`src/common/qdn_pkg.sv`:
```
/*
  Shared constants, types and helpers for the quad converter control core.
  Assumes one core clock at 250 MHz; serial pins arrive from outside that domain.
*/
package qdn_pkg;

  // ==========================================================
  // frame layout and register set
  localparam int DATA_BITS = 8;
  localparam int NUM_CONV = 4;
  localparam int NUM_REGS = 5;
  localparam logic [3:0] FRAME_CNT = 4'hE;
  localparam logic [3:0] HDR_LAST = 4'h5;
  localparam logic [3:0] CNT_MAX = 4'hF;
  localparam logic [2:0] SEL_MS = 3'h4;
  localparam int MUTE_LSB = 4;
  localparam int SHDN_LSB = 0;
  localparam logic [7:0] REG_RESET = 8'h00;
  localparam logic [3:0] ALL_SHDN = 4'hF;

  // ==========================================================
  // timing
  localparam int STORE_TIME_MS = 13;
  localparam int CLK_KHZ = 250000;
  localparam int STORE_CYCLES = STORE_TIME_MS * CLK_KHZ;

  // ==========================================================
  // types
  typedef enum logic [1:0] {
    CMD_NV_WR = 2'h0,
    CMD_VOL_WR = 2'h1,
    CMD_NV_RD = 2'h2,
    CMD_NONE = 2'h3
  } qdn_cmd_type;

  typedef struct packed {
    logic start;
    qdn_cmd_type cmd;
    logic [2:0] sel;
    logic [7:0] data;
  } qdn_frame_type;

  typedef struct packed {
    logic [3:0][7:0] code;
    logic [3:0] mute;
    logic [3:0] hiz;
  } qdn_conv_type;

  typedef struct packed {
    logic wr;
    logic [2:0] sel;
    logic [7:0] data;
  } qdn_nv_req_type;

  function automatic logic qdn_sel_ok(input logic [2:0] sel);
    return sel <= SEL_MS;
  endfunction : qdn_sel_ok

endpackage : qdn_pkg

```
`src/hdl/qdn_nv_store.sv`:
```
/*
  Nonvolatile register array with a timed store cycle.
  Assumes the caller issues no store while busy is high; such a request is dropped.
*/
`timescale 1ns/1ns
module qdn_nv_store import qdn_pkg::*; #(
  parameter int STORE_CYCLES_P = STORE_CYCLES
) (
  // clock and reset
  input wire logic core_clk,
  input wire logic sys_rst,
  // store request
  input wire qdn_nv_req_type req,
  output logic busy,
  // read port
  input wire logic [2:0] rd_sel,
  output logic [7:0] rd_data
);

  localparam int CW = $clog2(STORE_CYCLES_P + 1);

  // ==========================================================
  // storage
  // power-up value models a blank part; not touched by reset
  logic [7:0] mem [NUM_REGS] = '{default: REG_RESET};
  logic [CW-1:0] cnt;
  logic [2:0] pend_sel;
  logic [7:0] pend_data;

  wire start_store = req.wr && !busy && qdn_sel_ok(req.sel);
  wire store_done = busy && (cnt == CW'(1));

  if (STORE_CYCLES_P < 1) begin : g_bad_cycles
    $error("STORE_CYCLES_P must be at least 1");
  end

  // ==========================================================
  // store timer
  always_ff @(posedge core_clk) begin
    if (sys_rst) begin
      busy <= 1'b0;
      cnt <= '0;
    end else if (busy) begin
      cnt <= cnt - CW'(1);
      if (store_done) busy <= 1'b0;
    end else if (start_store) begin
      busy <= 1'b1;
      cnt <= CW'(STORE_CYCLES_P);
    end
  end

  always_ff @(posedge core_clk) begin
    if (start_store) begin
      pend_sel <= req.sel;
      pend_data <= req.data;
    end
  end

  // a power loss mid-store leaves the old value in place
  always_ff @(posedge core_clk) begin
    if (store_done) mem[pend_sel] <= pend_data;
  end

  assign rd_data = qdn_sel_ok(rd_sel) ? mem[rd_sel] : REG_RESET;

endmodule : qdn_nv_store

```
`src/hdl/qdn_core.sv`:
```
/*
  Control core of a quad 8-bit converter with nonvolatile register copies.
  Assumes host pins (serial clock, select, data, mute) are asynchronous to
  core_clk and that the serial clock is far slower than core_clk.
*/
`timescale 1ns/1ns
module qdn_core import qdn_pkg::*; #(
  parameter int STORE_CYCLES_P = STORE_CYCLES
) (
  // clock and reset
  input wire logic core_clk,
  input wire logic sys_rst,
  // serial port pins
  input wire logic serial_clk,
  input wire logic chip_select_n,
  input wire logic serial_din,
  output logic serial_dout,
  output logic serial_dout_oe_n,
  // external mute pin
  input wire logic ext_mute,
  // open-drain status pin
  input wire logic store_status_in,
  output logic store_status_out,
  output logic store_status_oe_n,
  // converter controls
  output qdn_conv_type conv_out
);

  // ==========================================================
  // state
  typedef enum logic [1:0] {
    ST_BOOT = 2'b01,
    ST_RUN = 2'b10
  } qdn_state_type;

  qdn_state_type state;
  logic [2:0] boot_idx;
  logic [3:0] pin_meta;
  logic [3:0] pin_sync;
  logic [1:0] pin_prev;
  logic [FRAME_CNT-1:0] shreg;
  logic [3:0] bit_cnt;
  logic [6:0] dout_shift;
  logic [3:0][7:0] code;
  logic [7:0] mute_shdn;
  logic nv_busy;
  logic [7:0] nv_rd_data;
  qdn_nv_req_type nv_req;
  qdn_conv_type next_conv;

  // ==========================================================
  // pin synchronisers: 0 clock, 1 select, 2 data, 3 mute
  always_ff @(posedge core_clk) begin
    if (sys_rst) begin
      pin_meta <= 4'h2;
      pin_sync <= 4'h2;
      pin_prev <= 2'h2;
    end else begin
      pin_meta <= {ext_mute, serial_din, chip_select_n, serial_clk};
      pin_sync <= pin_meta;
      pin_prev <= pin_sync[1:0];
    end
  end

  wire sclk_rise = pin_sync[0] && !pin_prev[0];
  wire cs_low = !pin_sync[1];
  wire cs_rise = pin_sync[1] && !pin_prev[1];
  wire din_s = pin_sync[2];
  wire mute_s = pin_sync[3];
  wire running = (state == ST_RUN);

  // ==========================================================
  // frame capture and decode
  wire shift_en = cs_low && sclk_rise && (bit_cnt != CNT_MAX);
  wire qdn_frame_type frame = qdn_frame_type'(shreg);
  wire frame_ok = cs_rise && running && (bit_cnt == FRAME_CNT) && frame.start
                  && qdn_sel_ok(frame.sel);
  wire vol_wr = frame_ok && (frame.cmd == CMD_VOL_WR);
  wire vol_wr_ms = vol_wr && (frame.sel == SEL_MS);
  wire vol_wr_code = vol_wr && (frame.sel != SEL_MS);

  always_ff @(posedge core_clk) begin
    if (sys_rst) begin
      shreg <= '0;
      bit_cnt <= '0;
    end else if (!cs_low) begin
      bit_cnt <= '0;
    end else if (shift_en) begin
      shreg <= {shreg[FRAME_CNT-2:0], din_s};
      bit_cnt <= bit_cnt + 4'h1;
    end
  end

  // header completes on the sixth clock edge of the frame
  wire [5:0] hdr = {shreg[4:0], din_s};
  wire hdr_done = shift_en && (bit_cnt == HDR_LAST);
  wire hdr_read = hdr_done && running && hdr[5] && (hdr[4:3] == CMD_NV_RD)
                  && qdn_sel_ok(hdr[2:0]);

  // ==========================================================
  // nonvolatile group
  assign nv_req.wr = frame_ok && (frame.cmd == CMD_NV_WR);
  assign nv_req.sel = frame.sel;
  assign nv_req.data = frame.data;
  wire [2:0] nv_rd_sel = running ? hdr[2:0] : boot_idx;

  qdn_nv_store #(
    .STORE_CYCLES_P(STORE_CYCLES_P)
  ) u_nv_store (
    .core_clk(core_clk),
    .sys_rst(sys_rst),
    .req(nv_req),
    .busy(nv_busy),
    .rd_sel(nv_rd_sel),
    .rd_data(nv_rd_data)
  );

  // ==========================================================
  // read-back shifter: one bit per rising edge, msb first
  always_ff @(posedge core_clk) begin
    if (sys_rst) begin
      serial_dout <= 1'b0;
      serial_dout_oe_n <= 1'b1;
      dout_shift <= '0;
    end else if (!cs_low) begin
      serial_dout_oe_n <= 1'b1;
    end else if (hdr_read) begin
      serial_dout <= nv_rd_data[7];
      dout_shift <= nv_rd_data[6:0];
      serial_dout_oe_n <= 1'b0;
    end else if (shift_en && !serial_dout_oe_n) begin
      serial_dout <= dout_shift[6];
      dout_shift <= {dout_shift[5:0], 1'b0};
    end
  end

  // ==========================================================
  // power-up copy, one register per core clock
  wire boot_step = (state == ST_BOOT);
  wire boot_last = (boot_idx == SEL_MS);

  always_ff @(posedge core_clk) begin
    if (sys_rst) begin
      state <= ST_BOOT;
      boot_idx <= '0;
    end else begin
      unique case (state)
        ST_BOOT: begin
          boot_idx <= boot_idx + 3'h1;
          if (boot_last) state <= ST_RUN;
        end
        ST_RUN: state <= ST_RUN;
      endcase
    end
  end

  // ==========================================================
  // volatile group
  // full shutdown drops the codes, like the analog part powering down
  wire all_off = (mute_shdn[SHDN_LSB +: NUM_CONV] == ALL_SHDN);

  always_ff @(posedge core_clk) begin
    if (sys_rst) begin
      code <= {NUM_CONV{REG_RESET}};
      mute_shdn <= REG_RESET;
    end else begin
      if (boot_step && !boot_last) code[boot_idx[1:0]] <= nv_rd_data;
      if (boot_step && boot_last) mute_shdn <= nv_rd_data;
      if (vol_wr_code) code[frame.sel[1:0]] <= frame.data;
      if (vol_wr_ms) mute_shdn <= frame.data;
      if (all_off) code <= {NUM_CONV{REG_RESET}};
    end
  end

  // ==========================================================
  // converter controls
  assign next_conv.code = code;
  assign next_conv.mute = mute_shdn[MUTE_LSB +: NUM_CONV]
                          | {NUM_CONV{mute_s}};
  assign next_conv.hiz = mute_shdn[SHDN_LSB +: NUM_CONV];

  always_ff @(posedge core_clk) begin
    if (sys_rst) begin
      conv_out <= '0;
    end else begin
      conv_out <= next_conv;
    end
  end

  // ==========================================================
  // status pin: pull low while a store is in progress
  always_ff @(posedge core_clk) begin
    if (sys_rst) begin
      store_status_out <= 1'b0;
      store_status_oe_n <= 1'b1;
    end else begin
      store_status_out <= 1'b0;
      store_status_oe_n <= !nv_busy;
    end
  end

endmodule : qdn_core

```
`config.mk`:
```
export PLATFORM = sky130hd
export DESIGN_NAME = qdn_core
export DESIGN_NICKNAME = d
export VERILOG_FILES = /design/src/common/qdn_pkg.sv /design/src/hdl/qdn_nv_store.sv /design/src/hdl/qdn_core.sv
export SDC_FILE = /design/constraint.sdc
export NUM_CORES = 1
export LEC_CHECK = 0
export ABC_AREA = 1
export BUFFER_PORTS_ARGS = -buffer_cell sky130_fd_sc_hd__buf_4
export CORE_MARGIN = 5
export CORE_UTILIZATION = 39
export DETAILED_ROUTE_END_ITERATION = 10
export GPL_TIMING_DRIVEN = 0
export SYNTH_ARGS = -nofsm -noshare
export SYNTH_HDL_FRONTEND = slang
export SYNTH_HIERARCHICAL = 1
export SYNTH_SLANG_ARGS = --single-unit
```
`constraint.sdc`:
```
create_clock -name core_clk -period 4.7 [get_ports core_clk]
set_input_delay 0.47 -clock core_clk [delete_from_list [all_inputs] [get_ports core_clk]]
set_output_delay 0.47 -clock core_clk [all_outputs]
set_load 0.02 [all_outputs]
```
# --- Word level (Yosys, flattened, before mapping) ---
# Memory sizes are Yosys's and may differ from the RTL's.
# Index checks and enable logic that the tools add are counted.
totals:
  regBits: 157
  ram_bits: 40
  mem_count: 1
mem_list:
  columns: ["name", "words", "word_bits", "read_ports", "rd_ports_with_merged_regs", "wr", "line_no", "text"]
  rows:
  - ["u_nv_store.mem", 5, 8, 1, 0, 1, "qdn_nv_store.sv:25", "logic [7:0] mem [NUM_REGS] = '{default: REG_RESET};"]
classes:
  add_sub_neg: 3
  n_lt_le_gt_ge: 7
  n_eq_ne: 13
  mux: 26
  bitwise: 2
  n_reduce_logical: 39
op_table:
  columns: ["operator", "count"]
  rows:
  - ["2-to-1 mux 32 bit", 3]
  - ["bitwise mux 32 bit", 2]
  - ["2-to-1 mux 22 bit", 2]
  - ["2-to-1 mux 8 bit", 5]
  - ["demux 8 bit (select 2 bit)", 2]
  - ["logical AND 1 bit", 25]
  - ["== test 22 x 1 -> 1 bit (second input constant)", 1]
  - ["subtractor 22 x 1 -> 22 bit (second input constant)", 1]
  - ["2-to-1 mux 7 bit", 2]
  - ["less-or-equal comparator 3 bit (second input constant)", 3]
  - ["== test 4 bit (second input constant)", 2]
  - ["2-to-1 mux 1 bit", 7]
  - ["== test 3 bit (second input constant)", 2]
  - ["logical NOT 1 bit", 6]
  - ["< comparator 2 x 3 -> 1 bit (second input constant)", 2]
  - ["nonzero test 2 bit", 3]
  - ["adder 4 x 1 -> 4 bit (second input constant)", 1]
  - ["== test 2 x 1 -> 1 bit (second input constant)", 2]
  - ["== test 2 bit (second input constant)", 2]
  - ["== test 4 x 3 -> 1 bit (second input constant)", 1]
  - [">= comparator 2 x 1 -> 1 bit (second input constant)", 2]
  - ["inequality test 4 bit (second input constant)", 1]
  - ["OR 4 bit", 1]
  - ["case mux 2 bit (2 select lines)", 1]
  - ["other kinds (9)", 11]

# --- Depth between registers and ports, before layout ---
logic_depth:
  word_depth: 11
  ltp_mapped: 18
  mapped_depth_nobuf: 16

# --- Modules after synthesis ---
# Netlist, hierarchy kept.
modules_own_cells:
  columns: ["module", "n_inst", "cells_each", "area_per_inst_um2"]
  rows:
  - ["qdn_core", 1, 691, 5063.6]
  - ["qdn_nv_store", 1, 350, 3377.0]

# --- Least setup slack after synthesis ---
# Ideal clock, no wire load.
synth_timing:
  path_kind: "register to register"
  startpoint: "reg state[1]"
  endpoint: "reg code[31] (netlist name)"
  setup_time_ns: 0.070
  arrival_time_ns: 1.809
  required_time_ns: 4.630
  slack_ns: 2.822
  stages_incl_launch_ff: 15
  path_buffers: 2
  period_less_slack_ns: 1.878
  path_cell_list: "dfxtp_1 nand2_2 o21ai_0 buf_6 buf_2 o21ai_0 o21ai_0 o21ai_0 inv_1 inv_1 o21ai_0 inv_1 nand2_1 nand2_1 a21oi_1"
synth_between:
  elab_chain_cells: 9
synth_lines:
  columns: ["item", "line_no", "text"]
  rows:
  - ["start, declared", "qdn_core.sv:36", "qdn_state_type state;"]
  - ["start signal, assigned", "qdn_core.sv:144", "state <= ST_BOOT;"]
  - ["start signal, assigned", "qdn_core.sv:150", "if (boot_last) state <= ST_RUN;"]
  - ["start signal, assigned", "qdn_core.sv:152", "ST_RUN: state <= ST_RUN;"]
  - ["== test 2 bit *", "qdn_core.sv:70", "wire running = (state == ST_RUN);"]
  - ["2-to-1 mux 3 bit *", "qdn_core.sv:105", "wire [2:0] nv_rd_sel = running ? hdr[2:0] : boot_idx;"]
  - ["via nv_rd_sel[0]", "qdn_core.sv:105", null]
  - ["less-or-equal comparator 3 bit / memory read (5 x 8 bit) (equally long branches)", null, null]
  - ["2-to-1 mux 8 bit *", "qdn_nv_store.sv:64", "assign rd_data = qdn_sel_ok(rd_sel) ? mem[rd_sel] : REG_RESET;"]
  - ["via nv_rd_data[7]", "qdn_core.sv:47", "logic [7:0] nv_rd_data;"]
  - ["bitwise mux 32 bit *", "qdn_core.sv:167", "if (boot_step && !boot_last) code[boot_idx[1:0]] <= nv_rd_data;"]
  - ["2-to-1 mux 32 bit *", "qdn_core.sv:167", null]
  - ["2-to-1 mux 32 bit *", "qdn_core.sv:163", "if (sys_rst) begin"]
  - ["bitwise mux 32 bit", "qdn_core.sv:169", "if (vol_wr_code) code[frame.sel[1:0]] <= frame.data;"]
  - ["2-to-1 mux 32 bit *", "qdn_core.sv:169", null]
  - ["end signal, assigned", "qdn_core.sv:164", "code <= {NUM_CONV{REG_RESET}};"]
  - ["end signal, assigned by index", "qdn_core.sv:167", null]
  - ["end signal, assigned by index", "qdn_core.sv:169", null]
  - ["end, declared", "qdn_core.sv:44", "logic [3:0][7:0] code;"]
# Mark *: on every way through the listed nets, which the timed path passes. The rest lies on a longest branch. The select of a mux whose other input is x is not followed.
# A chain may end at the register's enable or synchronous reset.

# --- Worst setup path in the final report ---
layout_timing:
  startpoint: "reg shreg[0], in the netlist frame[0]"
  endpoint: "reg code[26] (netlist name)"
layout_between:
  elab_chain_cells: 8
layout_lines:
  columns: ["item", "line_no", "text"]
  rows:
  - ["start, declared", "qdn_core.sv:41", "logic [FRAME_CNT-1:0] shreg;"]
  - ["start signal, assigned", "qdn_core.sv:89", "shreg <= {shreg[FRAME_CNT-2:0], din_s};"]
  - ["2-to-1 mux 3 bit *", "qdn_core.sv:105", null]
  - ["via nv_rd_sel[1]", "qdn_core.sv:105", null]
  - ["less-or-equal comparator 3 bit / memory read (5 x 8 bit) (equally long branches)", null, null]
  - ["2-to-1 mux 8 bit *", "qdn_nv_store.sv:64", null]
  - ["via nv_rd_data[2]", "qdn_core.sv:47", null]
  - ["bitwise mux 32 bit *", "qdn_core.sv:167", null]
  - ["2-to-1 mux 32 bit *", "qdn_core.sv:167", null]
  - ["2-to-1 mux 32 bit *", "qdn_core.sv:163", null]
  - ["bitwise mux 32 bit", "qdn_core.sv:169", null]
  - ["2-to-1 mux 32 bit *", "qdn_core.sv:169", null]
# Marks and branches as above.

==> results <==
- The length of routed wiring on met1 is 9.54 mm.
- The floorplan step set the die height to 157 um.
- The min-delay analysis places its worst path in the category primary input to flip-flop.
- The global-route wire length before repair is 32.5 mm.
- The critical path class is flip-flop to flip-flop.
- The clock latency on the worst-skew pair is 0.44 ns.
- The power density over the cells is 471 nW/um^2.
- The startpoint type of the worst setup path is a flip-flop.
- Detailed routing placed a total of 8.95 mm of wire on met2.
- The cell taking the most area after synthesis is sky130_fd_sc_hd__dfxtp_1.
- When the netlist entered floorplanning its net count stood at 1057.
- The total congestion overflow after global routing is 0.
- The congestion estimate from routability-driven global placement came to 0.866.
- The global router's overall resource usage is 16.8%.
- For this run, the number of Yosys warnings is 6.
- After detailed routing, the number of vias per cell comes to 4.80.
- The aggregate routed wire length is 20.0 mm.
- The detailed router placed 6701 vias in this run.
- Cells with a size suffix above 1 make up 13.9% of the layout.
- The smallest clock period supported by the final layout is computed as 2.80 ns.
- The run finished with clean final reports.
- The ratio of final minimum period to clock period is 59.5%.
- The maximum operating frequency is 358 MHz.
- The library cell used most frequently in the layout, excluding fill and tap cells, is sky130_fd_sc_hd__nor2_1.
- The CTS tree is done.
- At the worst endpoint, the required time is 5.08 ns.
- The count of cells along the worst hold path is 2.
- The number of fillers in the final layout is 2112.
- The clock net sink count is 197.
- The worst hold path begins at chip_select_n.
- The core region is 21200 sq um.
- The path with the worst hold slack has its endpoint at pin_meta[1].
- The cts-stage hold buffer count is 0.
- Of the total power, the clock network draws 31.5%.
- The synthesized instance count is 1041.
- The clock skew is 0.0165 ns.
- Each instance of the synthesized netlist takes up on average 8.11 sq um.
- The leakage power is 0.00414 uW.
- For this run, the register share of the synthesized area comes to 52.8%.
- The library cells used most frequently in the layout, excluding fill and tap cells, are sky130_fd_sc_hd__nor2_1, sky130_fd_sc_hd__nand2_1, sky130_fd_sc_hd__dfxtp_1.
- The top fanout value on the critical path is 10.
- The delay of the slowest cell on the worst path is 0.47 ns.
- The number of gates resized after CTS is 0.
- Entering global routing, the biggest net connects 19 pins.
- The maximum root-to-sink buffer count is 2.
- Data arrives at the worst endpoint at 3.17 ns.
- Walking the worst path, the cells encountered are inv_1 -> o21ai_0 -> buf_2 -> buf_2 -> o21ai_0 -> o21ai_0 -> o21ai_0 -> inv_1 -> inv_1 -> o21ai_0 -> inv_1 -> nand2_1 -> nand2_1 -> a21oi_1.
- The share of total power in sequential cells is 43.1%.
- During placement, the flow inserted port buffers numbering 48.
- In this run the core area contains 53 standard-cell rows.
- The detailed-route wire length per cell is 14.3 um.
- The remaining max-slew budget at the tightest pin is 39.7%.
- The cell with the most instances on the worst path is sky130_fd_sc_hd__o21ai_0.
- In the post-route analysis, the smallest setup slack over all paths is 1.90 ns.
- The internal portion of the total power is 3030 uW.
- The final count of hold timing violations is 0.
- The summed negative setup slack over all endpoints is 0 ns.
- The CTS H-tree depth is 4.
- In this run the cell area of the synthesized design comes to 8440 sq um.
- After the first detailed-routing iteration, the DRC count stood at 510.
- The number of different library cells used by synthesis comes to 42.
- The slowest stage of the critical path belongs to the cell sky130_fd_sc_hd__dfxtp_1.
- Hold is met by 0.210 ns.
- The number of post-CTS setup repair buffers is 0.
- The tool flagged a number of max-cap violations equal to 0.
- The count of nets left with antenna violations once routing finished came out at 0.
- The final number of max-transition violations is 0.
- In the final design database the tool counted 1124 nets.
- The maximum vdd drop is 0.264 mV.
- The highest signal layer in the routed design is met4.
- The floorplan step set the die width to 157 um.
- For the pin with the worst max-slew slack, the measured transition is 0.898 ns.
- The cell count of the worst reg-to-reg path is 14.
- Setup repair after global routing left no endpoint under its margin.
- In this run the critical register-to-register path is launched from frame[0].
- The initial utilization of the core area, before any placement, comes to 39.9%.
- The capturing point of the worst reg2reg path is code[26].
- Summed over its instances, the top area cell type makes up 34.6% of the synthesized netlist area.
- The total clock buffers created by CTS is 17.
- The via count of the first global-routing pass came to 6234.
- The half-perimeter wire length after detailed placement is 14.0 mm.
- The overall die area is 24700 sq um.
- The share of total power consumed by net switching is 33.9%.
- The number of antenna violations at the first check in global routing is 0.
- Clock tree synthesis selected as its root buffer the cell sky130_fd_sc_hd__clkbuf_16.
- The met3 wirelength from detailed routing is 1.25 mm.
- The post-synthesis register bit count is 197.
- For this design the total switching power over the nets is 1560 uW.
- Combinational logic burns 25.4% of the power.
- The clock transition at the registers of the reported paths is 0.07 ns.
- The setup slack of the most critical reg-to-reg path is 1.90 ns.
- The area growth from synthesis to layout is 15.3%.
- The count of TritonRoute iterations in the first routing pass is 5.
- Setup violations remaining at the end of the flow were counted as 0.
- Ranked by total cell area, the synthesized netlist is headed by sky130_fd_sc_hd__dfxtp_1, sky130_fd_sc_hd__edfxtp_1, sky130_fd_sc_hd__nor2_1.
- The worst slack at placement is 1.94 ns.
- The worst setup path is captured at a flip-flop.
- In the routed design, unresolved DRC markers number 0.
- The boundary pin count is 51.
## worst max path at each step
| stage | end | startpoint | cells past startpoint |
|---|---|---|---|
| after global placement | code[26] | frame[0] | 14 |
| after CTS | code[26] | frame[0] | 14 |
| after detailed placement | code[26] | frame[0] | 14 |
| after floorplan | code[31] | state[1] | 14 |
| after global routing | code[25] | frame[0] | 14 |
| final | code[26] | frame[0] | 14 |
## per-stage QoR
| step | std cells | total power (uW) | area, sq um | utilization, % |
|---|---|---|---|---|
| 2_1_floorplan | 1041 | 2760 | 8440 | - |
| 3_3_place_gp | 1364 | 3160 | 9150 | 43.2 |
| 3_5_place_dp | 1364 | 3170 | 9150 | 43.2 |
| 4_1_cts | 1396 | 4620 | 9730 | 46.0 |
| 5_1_grt | 1396 | 4850 | 9730 | 46.0 |
| 6_report | 1397 | 4580 | 9730 | 46.0 |
## power groups by stage
stage	combinational (uW)	clock (uW)	sequential [uW]
floorplan	709	0	2050
global placement	1140	0	2010
global route	1300	1550	1990
finish	1160	1440	1980
detailed placement	1150	0	2010
CTS	1160	1480	1980
## sequential cells by signal (all words and copies together), names as in the netlist
name	flops
u_nv_store/pend_data	8
code	32
pin_meta	4
u_nv_store/pend_sel	3
serial_dout	1
conv_out	40
bit_cnt	4
pin_prev	2
store_status_oe_n	1
u_nv_store/busy	1
mute_shdn	8
serial_dout_oe_n	1
frame	14
u_nv_store/mem	40
u_nv_store/cnt	22
dout_shift	7
boot_idx	3
state	2
pin_sync	4
## cells in the mapped netlist, drive strengths merged
library cell and instances:
a21oi 51, a22oi 1, a31oi 2, a41oi 1
and2 1, buf 18, clkbuf 19, clkinv 2
conb 1, dfxtp 146, edfxtp 51, ha 9
inv 138, nand2 186, nand3 70, nand3b 2
nand4 23, nor2 215, nor3 5, nor4 1
o21a 1, o21ai 91, o22ai 1, or2 3
xnor2 1, xor2 2
## area by class of cell
| type | count | area, sq um | area share, % |
|---|---|---|---|
| diodes | 1 | 2.50 | 0.0257 |
| plain buffers | 37 | 219 | 2.25 |
| clock buffers | 19 | 453 | 4.65 |
| clock inverters | 13 | 134 | 1.38 |
| inverters | 140 | 527 | 5.41 |
| multi-input cells | 667 | 3240 | 33.3 |
| flip-flops and latches | 197 | 4450 | 45.8 |
| well taps | 275 | 344 | 3.53 |
| repair buffers | 48 | 360 | 3.70 |
## logic make-up (layout without fill, tap and decap cells)
group / after synthesis / in the layout / synth area share [%]
compound gates: 148 / 148 / 8.97
xor+xnor: 3 / 3 / 0.311
fa+ha+maj: 9 / 9 / 1.33
buf+inv: 177 / 257 / 8.83
flops: 197 / 197 / 52.8
other cells: 1 / 2 / 0.0444
simple gates: 506 / 506 / 27.7
## metal layers
metal	global-route usage, %	vias up
li1	-	3460
met1	24.1	3033
met2	25.7	182
met3	3.66	26
met4	4.75	0
met5	0	-
## critical path: cells and delay by family, from the launching register on
| kind | cells | cell delay (ns) |
|---|---|---|
| buffers and inverters | 6 | 1.21 |
| AOI/OAI and AO/OA | 6 | 0.92 |
| DFF | 1 | 0.47 |
| and+or+nand+nor | 2 | 0.11 |
No activity file was read; power rests on OpenSTA's default activity.
